**src/pmr_regs.vh**
```
// Constants for the management port, reset and shared pin block.
`ifndef PMR_REGS_VH
`define PMR_REGS_VH

`define PMR_REG_CTRL        5'h00
`define PMR_REG_STATUS      5'h01
`define PMR_REG_ID1         5'h02
`define PMR_REG_ID2         5'h03
`define PMR_REG_IRQ_MASK    5'h12
`define PMR_REG_IRQ_STAT    5'h13
`define PMR_REG_PIN_CFG     5'h1E

`define PMR_CTRL_SOFT_RST   15
`define PMR_CTRL_PWRDN      11
`define PMR_PIN_CFG_IRQ     0

`define PMR_CTRL_RESET      16'h0000
`define PMR_MASK_RESET      16'h0000
`define PMR_STAT_RESET      16'h0000
`define PMR_PIN_CFG_RESET   16'h0000

`define PMR_OP_WRITE        2'h1
`define PMR_OP_READ         2'h2

`define PMR_PREAMBLE_BITS   6'h20
`define PMR_HDR_LAST        6'h0B
`define PMR_TA_LAST         6'h01
`define PMR_DATA_LAST       6'h0F

`define PMR_MDC_MAX_KHZ     25000
`define PMR_CLK_PERIOD_NS   50
`define PMR_RST_MIN_NS      1000
`define PMR_RST_MIN_CYC     ((`PMR_RST_MIN_NS + `PMR_CLK_PERIOD_NS - 1) / `PMR_CLK_PERIOD_NS)

`endif

```
**src/pmr_mgmt_pins.v**
```verilog
// Management serial port, hardware reset and shared interrupt/sleep pin.
`timescale 1ns/1ps
`default_nettype none
`include "pmr_regs.vh"

// How it works
// - Management clock accepted at any rate below half the clk rate (10MHz at 50ns), no lower limit.
// - Management clock is sampled, so no relation to MAC clocks is needed.
// - Data line driven by station or by us in turn, released otherwise.
// - After reset the shared pin is the power-down input.
// - Pin low in power-down role puts the transceiver into power-down.
// - Management reads and writes still work while powered down.
// - In interrupt role a pending unmasked interrupt pulls the pin low.
// - Interrupt pin is open-drain: pulled low or released, never high.
// - Pin role changes only by a management register write or a reset.
// - Active-low reset returns the frame engine and the register file to their defaults.
module pmr_mgmt_pins #(
	parameter [15:0] ID1         = 16'h1234, // Arbitrary value.
	parameter [15:0] ID2         = 16'h5678, // Arbitrary value.
	parameter integer RST_MIN_CYC = `PMR_RST_MIN_CYC
) (
	input  wire        clk,
	input  wire        reset,
	input  wire        resetN,
	input  wire [4:0]  phyAddr,
	input  wire        mdc,
	input  wire        mdioIn,
	output reg         mdioOut,
	output reg         mdioOe,
	input  wire        irqOrSleepPinIn,
	output wire        irqOrSleepPinOut,
	output wire        irqOrSleepPinOe,
	input  wire [15:0] statusIn,
	input  wire [15:0] eventIn,
	output reg         powerDown,
	output reg         deviceReset
);
	localparam [2:0] S_IDLE  = 3'h0;
	localparam [2:0] S_START = 3'h1;
	localparam [2:0] S_HDR   = 3'h2;
	localparam [2:0] S_TA    = 3'h3;
	localparam [2:0] S_DATA  = 3'h4;
	localparam [7:0] rstMin  = RST_MIN_CYC[7:0];

	wire [3:0] syncOut;
	wire       mdcSync;
	wire       mdioSync;
	wire       resetNSync;
	wire       pinSync;

	// The reference input is no port here: clk stands in for it.
	pmr_sync #(
		.WIDTH     (4),
		.RESET_VAL (1'b1)
	) u_sync (
		.clk   (clk),
		.reset (reset),
		.d     ({mdc, mdioIn, resetN, irqOrSleepPinIn}),
		.q     (syncOut)
	);
	assign mdcSync    = syncOut[3];
	assign mdioSync   = syncOut[2];
	assign resetNSync = syncOut[1];
	assign pinSync    = syncOut[0];

	reg        mdcLast;
	reg [7:0]  lowCount;
	reg        hwReset;
	reg [2:0]  state;
	reg [5:0]  cnt;
	reg [15:0] shift;
	reg        isRead;
	reg        isWrite;
	reg [15:0] rdData;
	reg        wrStb;
	reg [4:0]  wrAddr;
	reg [15:0] wrData;
	reg        rdClr;
	reg [15:0] ctrl;
	reg [15:0] irqMask;
	reg [15:0] irqStat;
	reg [15:0] pinCfg;
	reg [15:0] readMux;
	wire       mdcRise;
	wire       mdcFall;
	wire       regReset;
	wire       irqMode;
	wire       irqPending;

	// Edges come from the synchronised copy, so the management clock may be
	// unrelated to every other clock; its top rate is bounded by sampling.
	assign mdcRise = mdcSync & ~mdcLast;
	assign mdcFall = ~mdcSync & mdcLast;

	// Short glitches on the reset pin are ignored until the minimum width.
	always @(posedge clk) begin
		if (reset) begin
			mdcLast  <= 1'b1;
			lowCount <= 8'h00;
			hwReset  <= 1'b0;
		end else begin
			mdcLast <= mdcSync;
			if (resetNSync) begin
				lowCount <= 8'h00;
				hwReset  <= 1'b0;
			end else if (lowCount >= rstMin - 8'h01) begin
				hwReset <= 1'b1;
			end else begin
				lowCount <= lowCount + 8'h01;
			end
		end
	end

	assign regReset = reset | hwReset | ctrl[`PMR_CTRL_SOFT_RST];

	always @* begin
		case (shift[4:0])
		`PMR_REG_CTRL:     readMux = ctrl;
		`PMR_REG_STATUS:   readMux = statusIn;
		`PMR_REG_ID1:      readMux = ID1;
		`PMR_REG_ID2:      readMux = ID2;
		`PMR_REG_IRQ_MASK: readMux = irqMask;
		`PMR_REG_IRQ_STAT: readMux = irqStat;
		`PMR_REG_PIN_CFG:  readMux = pinCfg;
		default:           readMux = 16'h0000;
		endcase
	end

	// Frame engine; it never looks at powerDown so it keeps serving.
	always @(posedge clk) begin
		if (reset | hwReset) begin
			state   <= S_IDLE;
			cnt     <= 6'h00;
			shift   <= 16'h0000;
			isRead  <= 1'b0;
			isWrite <= 1'b0;
			rdData  <= 16'h0000;
			wrStb   <= 1'b0;
			wrAddr  <= 5'h00;
			wrData  <= 16'h0000;
			rdClr   <= 1'b0;
			mdioOut <= 1'b0;
			mdioOe  <= 1'b0;
		end else begin
			wrStb <= 1'b0;
			rdClr <= 1'b0;
			if (mdcRise) begin
				case (state)
				S_IDLE: begin
					if (mdioSync) begin
						if (cnt < `PMR_PREAMBLE_BITS)
							cnt <= cnt + 6'h01;
					end else if (cnt >= `PMR_PREAMBLE_BITS) begin
						state <= S_START;
						cnt   <= 6'h00;
					end else begin
						cnt <= 6'h00;
					end
				end
				S_START: begin
					state <= mdioSync ? S_HDR : S_IDLE;
					cnt   <= 6'h00;
				end
				S_HDR: begin
					shift <= {shift[14:0], mdioSync};
					if (cnt == `PMR_HDR_LAST) begin
						state   <= S_TA;
						cnt     <= 6'h00;
						isRead  <= (shift[10:9] == `PMR_OP_READ) &&
						           (shift[8:4] == phyAddr);
						isWrite <= (shift[10:9] == `PMR_OP_WRITE) &&
						           (shift[8:4] == phyAddr);
					end else begin
						cnt <= cnt + 6'h01;
					end
				end
				S_TA: begin
					if (cnt == 6'h00 && isRead) begin
						rdData <= readMux;
						rdClr  <= (shift[4:0] == `PMR_REG_IRQ_STAT);
					end
					if (cnt == 6'h00)
						wrAddr <= shift[4:0];
					if (cnt == `PMR_TA_LAST) begin
						state <= S_DATA;
						cnt   <= 6'h00;
					end else begin
						cnt <= cnt + 6'h01;
					end
				end
				S_DATA: begin
					shift <= {shift[14:0], mdioSync};
					if (cnt == `PMR_DATA_LAST) begin
						state  <= S_IDLE;
						cnt    <= 6'h00;
						wrStb  <= isWrite;
						wrData <= {shift[14:0], mdioSync};
						isRead <= 1'b0;
					end else begin
						cnt <= cnt + 6'h01;
					end
				end
				default: begin
					state <= S_IDLE;
					cnt   <= 6'h00;
				end
				endcase
			end
			// We drive only the second turnaround bit and the read data.
			if (mdcFall) begin
				if (isRead && state == S_TA && cnt == `PMR_TA_LAST) begin
					mdioOe  <= 1'b1;
					mdioOut <= 1'b0;
				end else if (isRead && state == S_DATA) begin
					mdioOe  <= 1'b1;
					mdioOut <= rdData[4'hF - cnt[3:0]];
				end else begin
					mdioOe  <= 1'b0;
					mdioOut <= 1'b0;
				end
			end
		end
	end

	// Register file; an event in the cycle of a clearing read is kept.
	always @(posedge clk) begin
		if (regReset) begin
			ctrl    <= `PMR_CTRL_RESET;
			irqMask <= `PMR_MASK_RESET;
			irqStat <= `PMR_STAT_RESET;
			pinCfg  <= `PMR_PIN_CFG_RESET;
		end else begin
			irqStat <= (rdClr ? 16'h0000 : irqStat) | eventIn;
			if (wrStb) begin
				case (wrAddr)
				`PMR_REG_CTRL:     ctrl    <= wrData;
				`PMR_REG_IRQ_MASK: irqMask <= wrData;
				`PMR_REG_PIN_CFG:  pinCfg  <= wrData;
				default:           ctrl    <= ctrl;
				endcase
			end
		end
	end

	assign irqMode    = pinCfg[`PMR_PIN_CFG_IRQ];
	assign irqPending = |(irqStat & irqMask);

	// Open drain: the output level is fixed low and only the enable moves.
	assign irqOrSleepPinOut = 1'b0;
	assign irqOrSleepPinOe  = irqMode & irqPending;

	always @(posedge clk) begin
		if (reset) begin
			powerDown   <= 1'b0;
			deviceReset <= 1'b1;
		end else begin
			powerDown   <= ctrl[`PMR_CTRL_PWRDN] |
			               (~irqMode & ~pinSync);
			deviceReset <= regReset;
		end
	end
endmodule
`default_nettype wire

```
**src/pmr_sync.v**
```verilog
// Two-flop synchroniser for a group of asynchronous inputs.
`timescale 1ns/1ps
`default_nettype none
module pmr_sync #(
	parameter WIDTH     = 1,
	parameter RESET_VAL = 1'b0
) (
	input  wire             clk,
	input  wire             reset,
	input  wire [WIDTH-1:0] d,
	output reg  [WIDTH-1:0] q
);
	reg [WIDTH-1:0] meta;

	always @(posedge clk) begin
		if (reset) begin
			meta <= {WIDTH{RESET_VAL}};
			q    <= {WIDTH{RESET_VAL}};
		end else begin
			meta <= d;
			q    <= meta;
		end
	end
endmodule
`default_nettype wire

```
**config.mk**
```make
export PLATFORM = sky130hd
export DESIGN_NAME = pmr_mgmt_pins
export DESIGN_NICKNAME = d
export VERILOG_FILES = /design/src/pmr_mgmt_pins.v /design/src/pmr_sync.v
export VERILOG_INCLUDE_DIRS = /design/src
export SDC_FILE = /design/constraint.sdc
export NUM_CORES = 1
export LEC_CHECK = 0
export ABC_AREA = 0
export BUFFER_PORTS_ARGS = -buffer_cell sky130_fd_sc_hd__buf_4
export CAP_MARGIN = 40
export CORE_ASPECT_RATIO = 0.8
export CORE_MARGIN = 2
export CORE_UTILIZATION = 30
export DETAILED_ROUTE_END_ITERATION = 16
export PLACE_DENSITY_LB_ADDON = 0.3
export SKIP_CTS_REPAIR_TIMING = 1
export SLEW_MARGIN = 40
export SYNTH_ARGS = -nofsm -noshare
export SYNTH_HDL_FRONTEND = slang
export SYNTH_SLANG_ARGS = --single-unit
```
**constraint.sdc**
```tcl
create_clock -name clk -period 3.1 [get_ports clk]
set_input_delay 0.465 -clock clk [delete_from_list [all_inputs] [get_ports clk]]
set_output_delay 0.465 -clock clk [all_outputs]
set_load 0.01 [all_outputs]
```
After elaboration in Yosys (flattened, before gate mapping)
Cells that the tools add are included.
Widths: inputs -> output; s select.
{"block": "totals", "output_inout_bits": 6, "ff_bits": 151, "inputBits": 43}
{"block": "op_classes", "bitwise": 18, "n_reduce_logical": 27, "addsub": 3, "n_lt_le_gt_ge": 4, "n_mux": 24, "n_eq_ne": 24}
{"op": "$pmux 16 s7", "n": 1}
{"op": "$mux 6", "n": 5}
{"op": "$eq 5x5->1 const B", "n": 5}
{"op": "$pmux 6 s4", "n": 1}
{"op": "$and 16x16->16", "n": 1}
{"op": "$mux 16", "n": 1}
{"op": "$or 16x16->16", "n": 1}
{"op": "$reduce_or 16->1", "n": 1}
{"op": "$mux 3", "n": 5}
{"op": "$pmux 3 s5", "n": 1}
{"op": "$eq 6x4->1 const B", "n": 2}
{"op": "$reduce_and 3->1", "n": 4}
{"op": "$eq 5x2->1 const B", "n": 2}
{"op": "$logic_not 5->1", "n": 2}
{"op": "$ne 2x2->1 const B", "n": 5}
{"op": "$reduce_and 2->1", "n": 5}
{"op": "$not 1->1", "n": 9}
{"op": "$add 8x1->8 const B", "n": 1}
{"op": "$ge 8x5->1 const B", "n": 1}
{"op": "$reduce_or 4->1", "n": 2}
{"op": "$mux 1", "n": 7}
{"op": "$add 6x1->6 const B", "n": 1}
{"op": "$eq 3x2->1 const B", "n": 2}
{"op": "$eq 6x1->1 const B", "n": 1}
{"op": "23 further kinds", "n": 34}

Depth between registers and ports, before layout
Gate-level depths: netlist of the first run.
{"block": "depth", "ltp_word": 5, "mapped_depth": 8, "ltp_nobuf": 7}

Cells and area by module
From an unflattened synthesis of the first run, not the netlist that was laid out.
{"block": "hier_totals", "hier_cells": 678, "hier_area_um2": 6417.4}
{"module": "pmr_mgmt_pins", "cells_each": 662, "area_each_um2": 6207.2, "seq_area_each_um2": 2862.7, "n_inst": 1}
{"module": "pmr_sync", "cells_each": 16, "area_each_um2": 210.2, "seq_area_each_um2": 160.2, "n_inst": 1}

Least setup slack after synthesis of the first run
OpenSTA, ideal clock, no wires.
{"block": "synth_path", "kind": "register -> register", "start": "register cnt[0]", "end": "register state[0]", "setup_time_ps": 96, "t_required_ps": 3004, "arrival_time_ps": 1754, "n_path_buf": 0, "period_less_slack_ps": 1850, "path_stages_with_launch": 7, "path_slack_ps": 1250, "cell_sequence": "dfxtp_1 > ha_1 > nand4bb_4 > or4_1 > o21ai_2 > nand2_1 > o41ai_2"}
{"block": "synth_via", "elab_chain_len": 3, "word_cells_on_any_way": 9, "classes_between": "1 x order compare; 7 x eq/ne; 1 x reduce/logical"}
{"item": "start, declared", "line_no": "pmr_mgmt_pins.v:70", "source": "reg [5:0] cnt;"}
{"item": "start signal, assigned", "line_no": "pmr_mgmt_pins.v:152", "source": "cnt <= cnt + 6'h01;"}
{"item": "start signal, assigned", "line_no": "pmr_mgmt_pins.v:174", "source": "cnt <= cnt + 6'h01;"}
{"item": "start signal, assigned", "line_no": "pmr_mgmt_pins.v:188", "source": "cnt <= cnt + 6'h01;"}
{"item": "$ge 6x6->1 (no source line) (tied with other cells)"}
{"item": "$ne 2x2->1 (no source line)"}
{"item": "$reduce_and 6->1 (no source line) *"}
{"item": "end signal, assigned", "line_no": "pmr_mgmt_pins.v:161", "source": "state <= mdioSync ? S_HDR : S_IDLE;"}
{"item": "end, declared", "line_no": "pmr_mgmt_pins.v:69", "source": "reg [2:0] state;"}
Mark *: on every way between the ends. The rest lies on a longest branch, timed or not.
A chain may end at the register's enable or synchronous reset.

Worst setup path after layout of the first run
{"block": "layout_path", "start": "register cnt[2]", "end": "register rdData[0]"}
{"block": "layout_via", "elab_chain_len": 3}
{"item": "$logic_not 6->1", "line_no": "pmr_mgmt_pins.v:178", "source": "if (cnt == 6'h00 && isRead) begin"}
{"item": "$logic_and 1x1->1", "line_no": "pmr_mgmt_pins.v:178"}
{"item": "$reduce_and 3->1 (no source line)"}
{"item": "end signal, assigned", "line_no": "pmr_mgmt_pins.v:179", "source": "rdData <= readMux;"}
{"item": "end, declared", "line_no": "pmr_mgmt_pins.v:74", "source": "reg [15:0] rdData;"}
Every way passes these cells.

==> flow_metrics.py, run 1 <==
metrics = {
    "power": {
        "p_seq_share_pct": 47.9,
        "combPwrFrac_pct": 2.9,
        "cellPowerDensity_nw_per_um2": 542.4,
        "switching_share_pct": 23.49,
        "leakage_nw": 2.898,
        "p_int_mw": 3.170,
        "vdd_drop_max_mv": 0.3628,
        "clkPwrFrac_pct": 49.1,
        "p_switching_mw": 0.9732,
    },
    "timing": {
        "fin_crit_sh_pct": 77.74,
        "fin_skew_ps": 9.255,
        "slew_violations": 0,
        "max_freq_mhz": 415.0,
        "tightest_slew_ps": 869.9,
        "period_minus_slack_ps": 2410,
        "finalHoldViolations": 0,
        "hold_slack_ps": 223.4,
        "rsz0062_at_grt": "false",
        "relSlewSlack_pct": 42.01,
        "setup_tns_ps": 0,
        "setup_viol": 0,
    },
    "setup_path": {
        "path_cells": "or4_4, nor4_1, nand4_1, o21ai_1",
        "path_max_fanout": 15,
        "cp-end-kind": "flip-flop",
        "slowest_stage": "or4_4",
        "reg2reg_from": "cnt[2]$_SDFFE_PP0P_",
        "r2r_slack_ps": 690,
        "crit_required_ps": 3440,
        "r2r-end": "rdData[0]$_SDFFE_PP0P_",
        "path_buf_inv": 0,
        "r2r_cells": 4,
        "critPathLaunchType": "flip-flop",
        "slowest_delay_ps": 630,
        "path_class": "reg2reg",
        "worstSetupPathDepth": 4,
        "crit_family": "simple AND/OR/NAND/NOR gates",
        "worstPathArrival_ps": 2750,
    },
    "placed_design": {
        "placement.io_buffers": 47,
        "finalWeightedCongestion": 0.8144,
        "placed_area_sq_um": 7058,
        "place_hpwl_um": 11720,
    },
    "detailed_routing": {
        "drt_wl_total_um": 17180,
        "drc": 0,
        "route.vias.total": 5116,
        "wl_per_cell_um": 16.71,
        "drtIter0Drc": 406,
        "drtPass1Iterations": 5,
        "vias_per_cell": 4.977,
        "postRouteAntennaNets": 0,
    },
    "floorplanning": {
        "io_pins": 49,
        "die_area_sq_um": 22770,
        "initial_core_util_pct": 30.27,
        "row_count": 48,
        "core-area_sq_um": 21380,
        "die_x_um": 168.2,
        "die_h_um": 135.4,
    },
    "yosys": {
        "synth_mux_area_share_pct": 14.56,
        "synth_area_per_cell_sq_um": 9.140,
        "ys.flop_type": "dfxtp_1",
        "synth_top_area_share_pct": 46.71,
        "async_reset_ff_share_pct": 0,
        "syn_inst": 708,
        "yosysTopAreaCell": "dfxtp_1",
        "synth.lib_cells_used.distinct": 66,
        "synth_compound_area_share_pct": 13.01,
        "synth_warnings": 0,
        "synth-simple-area-share_pct": 19.86,
        "synth_xor_area_share_pct": 1.353,
        "ys_ff_latch": 151,
        "syn-cell-area_sq_um": 6471,
        "syn-num-nets": 755,
        "synth_edf_count": 0,
        "synthAdderAreaFrac_pct": 0.7734,
        "synth_top_family_by_area": "simple AND/OR/NAND/NOR gates",
        "yosysSeqAreaShare_pct": 46.71,
        "yosys-top-cells-area": "dfxtp_1 47%, mux2i_1 13%, nor2_1 6.6%",
    },
    "final_layout": {
        "area_growth_pct": 18.02,
        "fin_area_sq_um": 7637,
        "layout_commonest_cell": "dfxtp_1",
        "layout_common_cells": "151 x dfxtp_1, 112 x nor2_1, 84 x mux2i_1, 74 x nand2_1, 60 x buf_4",
        "nets": 787,
        "drive_above_1_share_pct": 15.67,
        "fillerInstances": 2189,
        "antenna-diode-count": 0,
    },
    "clocking": {
        "cts_tree": "yes",
        "cts_sinks": 151,
        "clk_path_buf_depth": 2,
        "cts_made_buffers": 17,
        "cts_root_buffer": "clkbuf_16",
        "insertion_delay_ps": 430,
        "htreeDepth": 4,
        "clk_pin_slew_ps": 70,
    },
    "global_route": {
        "antenna_found_initial": 0,
        "overflow": 0,
        "grtUsageTotal_pct": 15.71,
        "grt_max_degree": 47,
        "grt_pass1_vias": 4828,
        "grt_pass1_wl_um": 27670,
    },
    "hold_path": {
        "whs_path_depth": 2,
        "worst_hold_path_type": "in2reg",
        "min_from": "mdc",
        "hold_end": "u_sync.meta[3]$_SDFF_PP1_",
    },
    "status": {
        "status": "finished, final reports clean",
    },
    "flow_run": {
        "cap_violations": 0,
    },
}
kinds of logic (layout without fill, tap and decap cells):
kind of cell | after synthesis | after routing
buffers and inverters | 53 | 98
multiplexers | 89 | 89
adder cells (fa/ha/maj) | 4 | 4
AND/OR/NAND/NOR | 270 | 270
AO/OA/AOI/OAI | 130 | 130
XOR/XNOR | 10 | 10
flip-flops | 151 | 151
other | 1 | 1
per-layer routing:
layer	share of wire (%)	vias up	GRT usage, %
met5	0	-	0
met4	1.4	0	4.406
met2	40	140	21.35
li1	-	2561	-
met1	53	2397	24.31
met3	5.4	18	3.652
synthesized netlist by cell type, drive strengths merged (2+ instances only):
cell type  count
nor2         113
nand2b         8
mux4           4
o31ai          2
nand3b         4
a21oi         54
a21boi         4
o22ai          2
ha             4
nand4          4
a221oi         4
and3           5
xnor2          5
clkbuf        29
a31oi          2
buf           18
o41ai          2
nor2b          2
nor4b          2
a222oi         7
nand2         74
a311oi         6
nand3          8
or3            4
a22o           3
or4            3
o2bb2ai        2
inv            6
xor2           5
nor3          13
mux2i         84
a22oi          7
and2           7
dfxtp        151
o21ai         23
or2           12
a211oi         5
nor4           4
power groups by stage:
| stage | combinational (mW) | clock (mW) | sequential (mW) |
|---|---|---|---|
| 2_1_floorplan | 0.0628 | 0 | 2.02 |
| 6_report | 0.122 | 2.04 | 1.99 |
| 4_1_cts | 0.123 | 2.09 | 1.99 |
| 3_5_place_dp | 0.123 | 0 | 2.03 |
| 5_1_grt | 0.135 | 2.17 | 1.99 |
| 3_3_place_gp | 0.123 | 0 | 2.03 |
state kept, by name, indices dropped and copies added, names as in the netlist, 4 cells and up:
register and flops:
wrData 16, irqMask 16, shift 15, u_sync.q 4, cnt 6, u_sync.meta 4
wrAddr 5, irqStat 16, lowCount 8, rdData 16, ctrl 16, pinCfg 16
final cells by class:
| cell class | instances | area, sq um | share of cell area (%) |
|---|---|---|---|
| inverters | 6 | 22.52 | 0.2949 |
| well taps | 275 | 344.1 | 4.505 |
| flip-flops and latches | 151 | 3023 | 39.58 |
| clock inverters | 14 | 140.1 | 1.835 |
| clock buffers | 18 | 439.2 | 5.750 |
| repair buffers | 60 | 450.4 | 5.898 |
| multi-input cells | 504 | 3218 | 42.14 |
worst max-delay path by stage:
| stage | from | endpoint | slack, ps |
|---|---|---|---|
| floorplan | cnt[0]$_SDFFE_PP0P_ | state[0]$_SDFFE_PP0P_ | 1250 |
| global placement | cnt[2]$_SDFFE_PP0P_ | rdData[1]$_SDFFE_PP0P_ | 850 |
| detailed placement | cnt[2]$_SDFFE_PP0P_ | rdData[0]$_SDFFE_PP0P_ | 780 |
| CTS | cnt[2]$_SDFFE_PP0P_ | rdData[0]$_SDFFE_PP0P_ | 720 |
| global route | cnt[2]$_SDFFE_PP0P_ | rdData[0]$_SDFFE_PP0P_ | 530 |
| finish | cnt[2]$_SDFFE_PP0P_ | rdData[0]$_SDFFE_PP0P_ | 690 |
per-stage QoR:
stage	util, %	power (mW)	setup slack, ps	cells
detailed placement	33.01	2.152	777.7	996
floorplan	-	2.082	1250	708
finish	35.72	4.143	690.1	1028
global route	35.72	4.296	534.0	1028
CTS	35.72	4.194	724.1	1028
global placement	32.99	2.153	850.0	996
(Power assumes the default switching activity.)
==> run 2, diff against run 1 <==
- ABC_AREA: 0 -> 1
- clock period: 3.1 -> 2.45 ns (I/O delays scaled with it)
==> flow_metrics.py, run 2 <==
metrics = {
    "status": {
        "status": "finished, final reports clean",
    },
    "setup_path": {
        "path_buf_inv": 1,
        "path_class": "reg2reg",
        "slowest_stage": "dfxtp_1",
        "worstPathArrival_ps": 2410,
        "crit_family": "flip-flops",
        "cp-end-kind": "flip-flop",
        "crit_required_ps": 2810,
        "path_cells": "ha_1, nand2_1, nor2_2, nand4_2, inv_2, o21ai_0, a21oi_1",
        "critPathLaunchType": "flip-flop",
        "path_max_fanout": 26,
        "slowest_delay_ps": 570,
    },
    "yosys": {
        "yosysMostFrequentCell": "nand2_1",
        "async_reset_ff_share_pct": 0,
        "syn_inst": 938,
        "syn-num-nets": 985,
        "synth_xor_area_share_pct": 0.5243,
        "yosys-top-cells-area": "dfxtp_1 45%, nand2_1 9.4%, nor2_1 7.1%",
        "yosysSeqAreaShare_pct": 45.24,
        "synth-simple-area-share_pct": 26.29,
        "yosysTopAreaCell": "dfxtp_1",
        "synth_warnings": 0,
        "yosys-top-cells-count": "167 x nand2_1, 151 x dfxtp_1, 127 x nor2_1",
        "synth_top_family_by_area": "simple AND/OR/NAND/NOR gates",
        "synth_top_area_share_pct": 45.24,
        "synth_edf_count": 0,
        "synth_compound_area_share_pct": 16.95,
        "synth_mux_area_share_pct": 0,
        "syn-cell-area_sq_um": 6681,
        "synth_area_per_cell_sq_um": 7.123,
        "synthAdderAreaFrac_pct": 0.7491,
        "ys.flop_type": "dfxtp_1",
        "ys_ff_latch": 151,
        "synth.lib_cells_used.distinct": 39,
    },
    "clocking": {
        "cts_tree": "yes",
        "htreeDepth": 4,
        "insertion_delay_ps": 430,
        "clk_path_buf_depth": 2,
        "clk_pin_slew_ps": 70,
        "cts_root_buffer": "clkbuf_16",
        "cts_made_buffers": 17,
        "cts_sinks": 151,
    },
    "placed_design": {
        "dp.cells": 1260,
        "place_hpwl_um": 13050,
        "finalWeightedCongestion": 0.8433,
        "placement.io_buffers": 47,
    },
    "timing": {
        "tightest_slew_ps": 669.6,
        "rsz0062_at_grt": "false",
        "slew_violations": 0,
        "setup_tns_ps": 0,
        "fin_crit_sh_pct": 83.56,
        "finalHoldViolations": 0,
        "hold_slack_ps": 112.9,
        "fin_skew_ps": 10.11,
        "setup_viol": 0,
        "max_freq_mhz": 488.4,
        "relSlewSlack_pct": 55.36,
        "period_minus_slack_ps": 2047,
    },
    "floorplanning": {
        "core-area_sq_um": 21740,
        "initial_core_util_pct": 30.73,
        "die_area_sq_um": 23490,
        "die_h_um": 137.5,
        "die_x_um": 170.9,
        "row_count": 48,
        "io_pins": 49,
    },
    "global_route": {
        "grt_pass1_wl_um": 28610,
        "grt_pass1_vias": 5445,
        "overflow": 0,
        "grtUsageTotal_pct": 16.07,
        "antenna_found_initial": 0,
        "grt_max_degree": 54,
    },
    "hold_path": {
        "worst_hold_path_type": "in2reg",
    },
    "detailed_routing": {
        "drc": 0,
        "drtIter0Drc": 473,
        "drt_wl_total_um": 18210,
        "route.vias.total": 6035,
        "drtPass1Iterations": 5,
        "vias_per_cell": 4.675,
        "wl_per_cell_um": 14.10,
        "postRouteAntennaNets": 0,
    },
    "power": {
        "vdd_drop_max_mv": 0.4394,
        "leakage_nw": 3.178,
        "cellPowerDensity_nw_per_um2": 676.4,
        "power.total_mw": 5.365,
    },
    "final_layout": {
        "area_growth_pct": 18.71,
        "drive_above_1_share_pct": 12.82,
        "fin_cells": 1291,
        "nets": 1026,
        "layout_commonest_cell": "nand2_1",
        "layout_common_cells": "167 x nand2_1, 151 x dfxtp_1, 126 x nor2_1, 121 x inv_1, 93 x a21oi_1",
        "final_util_pct": 36.48,
        "antenna-diode-count": 0,
    },
    "flow_run": {
        "cap_violations": 0,
    },
}
run 2: where the power goes:
group	switching, mW	internal (mW)	leakage (nW)
registers	0.0188	2.48	1.22
logic	0.0911	0.0791	1.67
clock network	1.09	1.60	0.282
total	1.20	4.17	3.18
run 2: layout make-up:
type                            count  area, sq um
Fill cell                        2379        13810
Multi-Input combinational cell    619         2988
Timing Repair Buffer               62        465.4
Clock inverter                     14        173.9
Clock buffer                       17        425.4
Tap cell                          300        375.4
Inverter                          128        480.5
Sequential cell                   151         3023
run 2: path summary, 6_finish.rpt:
check	slack [ps]	endpoint	start	cells past startpoint
worst max-delay path	400	wrData[8]$_SDFFE_PP0P_	cnt[0]$_SDFFE_PP0P_	7
worst max register to register	400	wrData[8]$_SDFFE_PP0P_	cnt[0]$_SDFFE_PP0P_	7
worst min register to register	410	u_sync.q[3]$_SDFF_PP1_	u_sync.meta[3]$_SDFF_PP1_	1
worst min-delay path	110	u_sync.meta[1]$_SDFF_PP1_	resetN	2
run 2: logic make-up after synthesis:
logic type      Yosys count
simple gates            404
buf+inv                 168
flops                   151
other cells               1
xor+xnor                  4
fa+ha+maj                 4
compound gates          206
run 2: layer usage:
layer | part of all wire (%) | vias up | GRT usage (%)
met3 | 6.0 | 29 | 2.787
met5 | 0 | - | 0
met1 | 53 | 2719 | 23.95
met4 | 2.3 | 0 | 6.733
met2 | 39 | 168 | 22.58
li1 | - | 3119 | -
run 2: stage by stage:
step | cell area, sq um | setup slack, ps
6_report | 7931 | 402.7
3_3_place_gp | 7330 | 489.0
5_1_grt | 7931 | 167.3
3_5_place_dp | 7332 | 470.6
2_1_floorplan | 6681 | 762.0
4_1_cts | 7931 | 421.4
run 2: worst reg2reg max path: stages, from the launching register on:
cell	delay (ps)
dfxtp_1	570
ha_1	290
nand2_1	100
nor2_2	160
nand4_2	220
inv_2	360
o21ai_0	150
a21oi_1	130
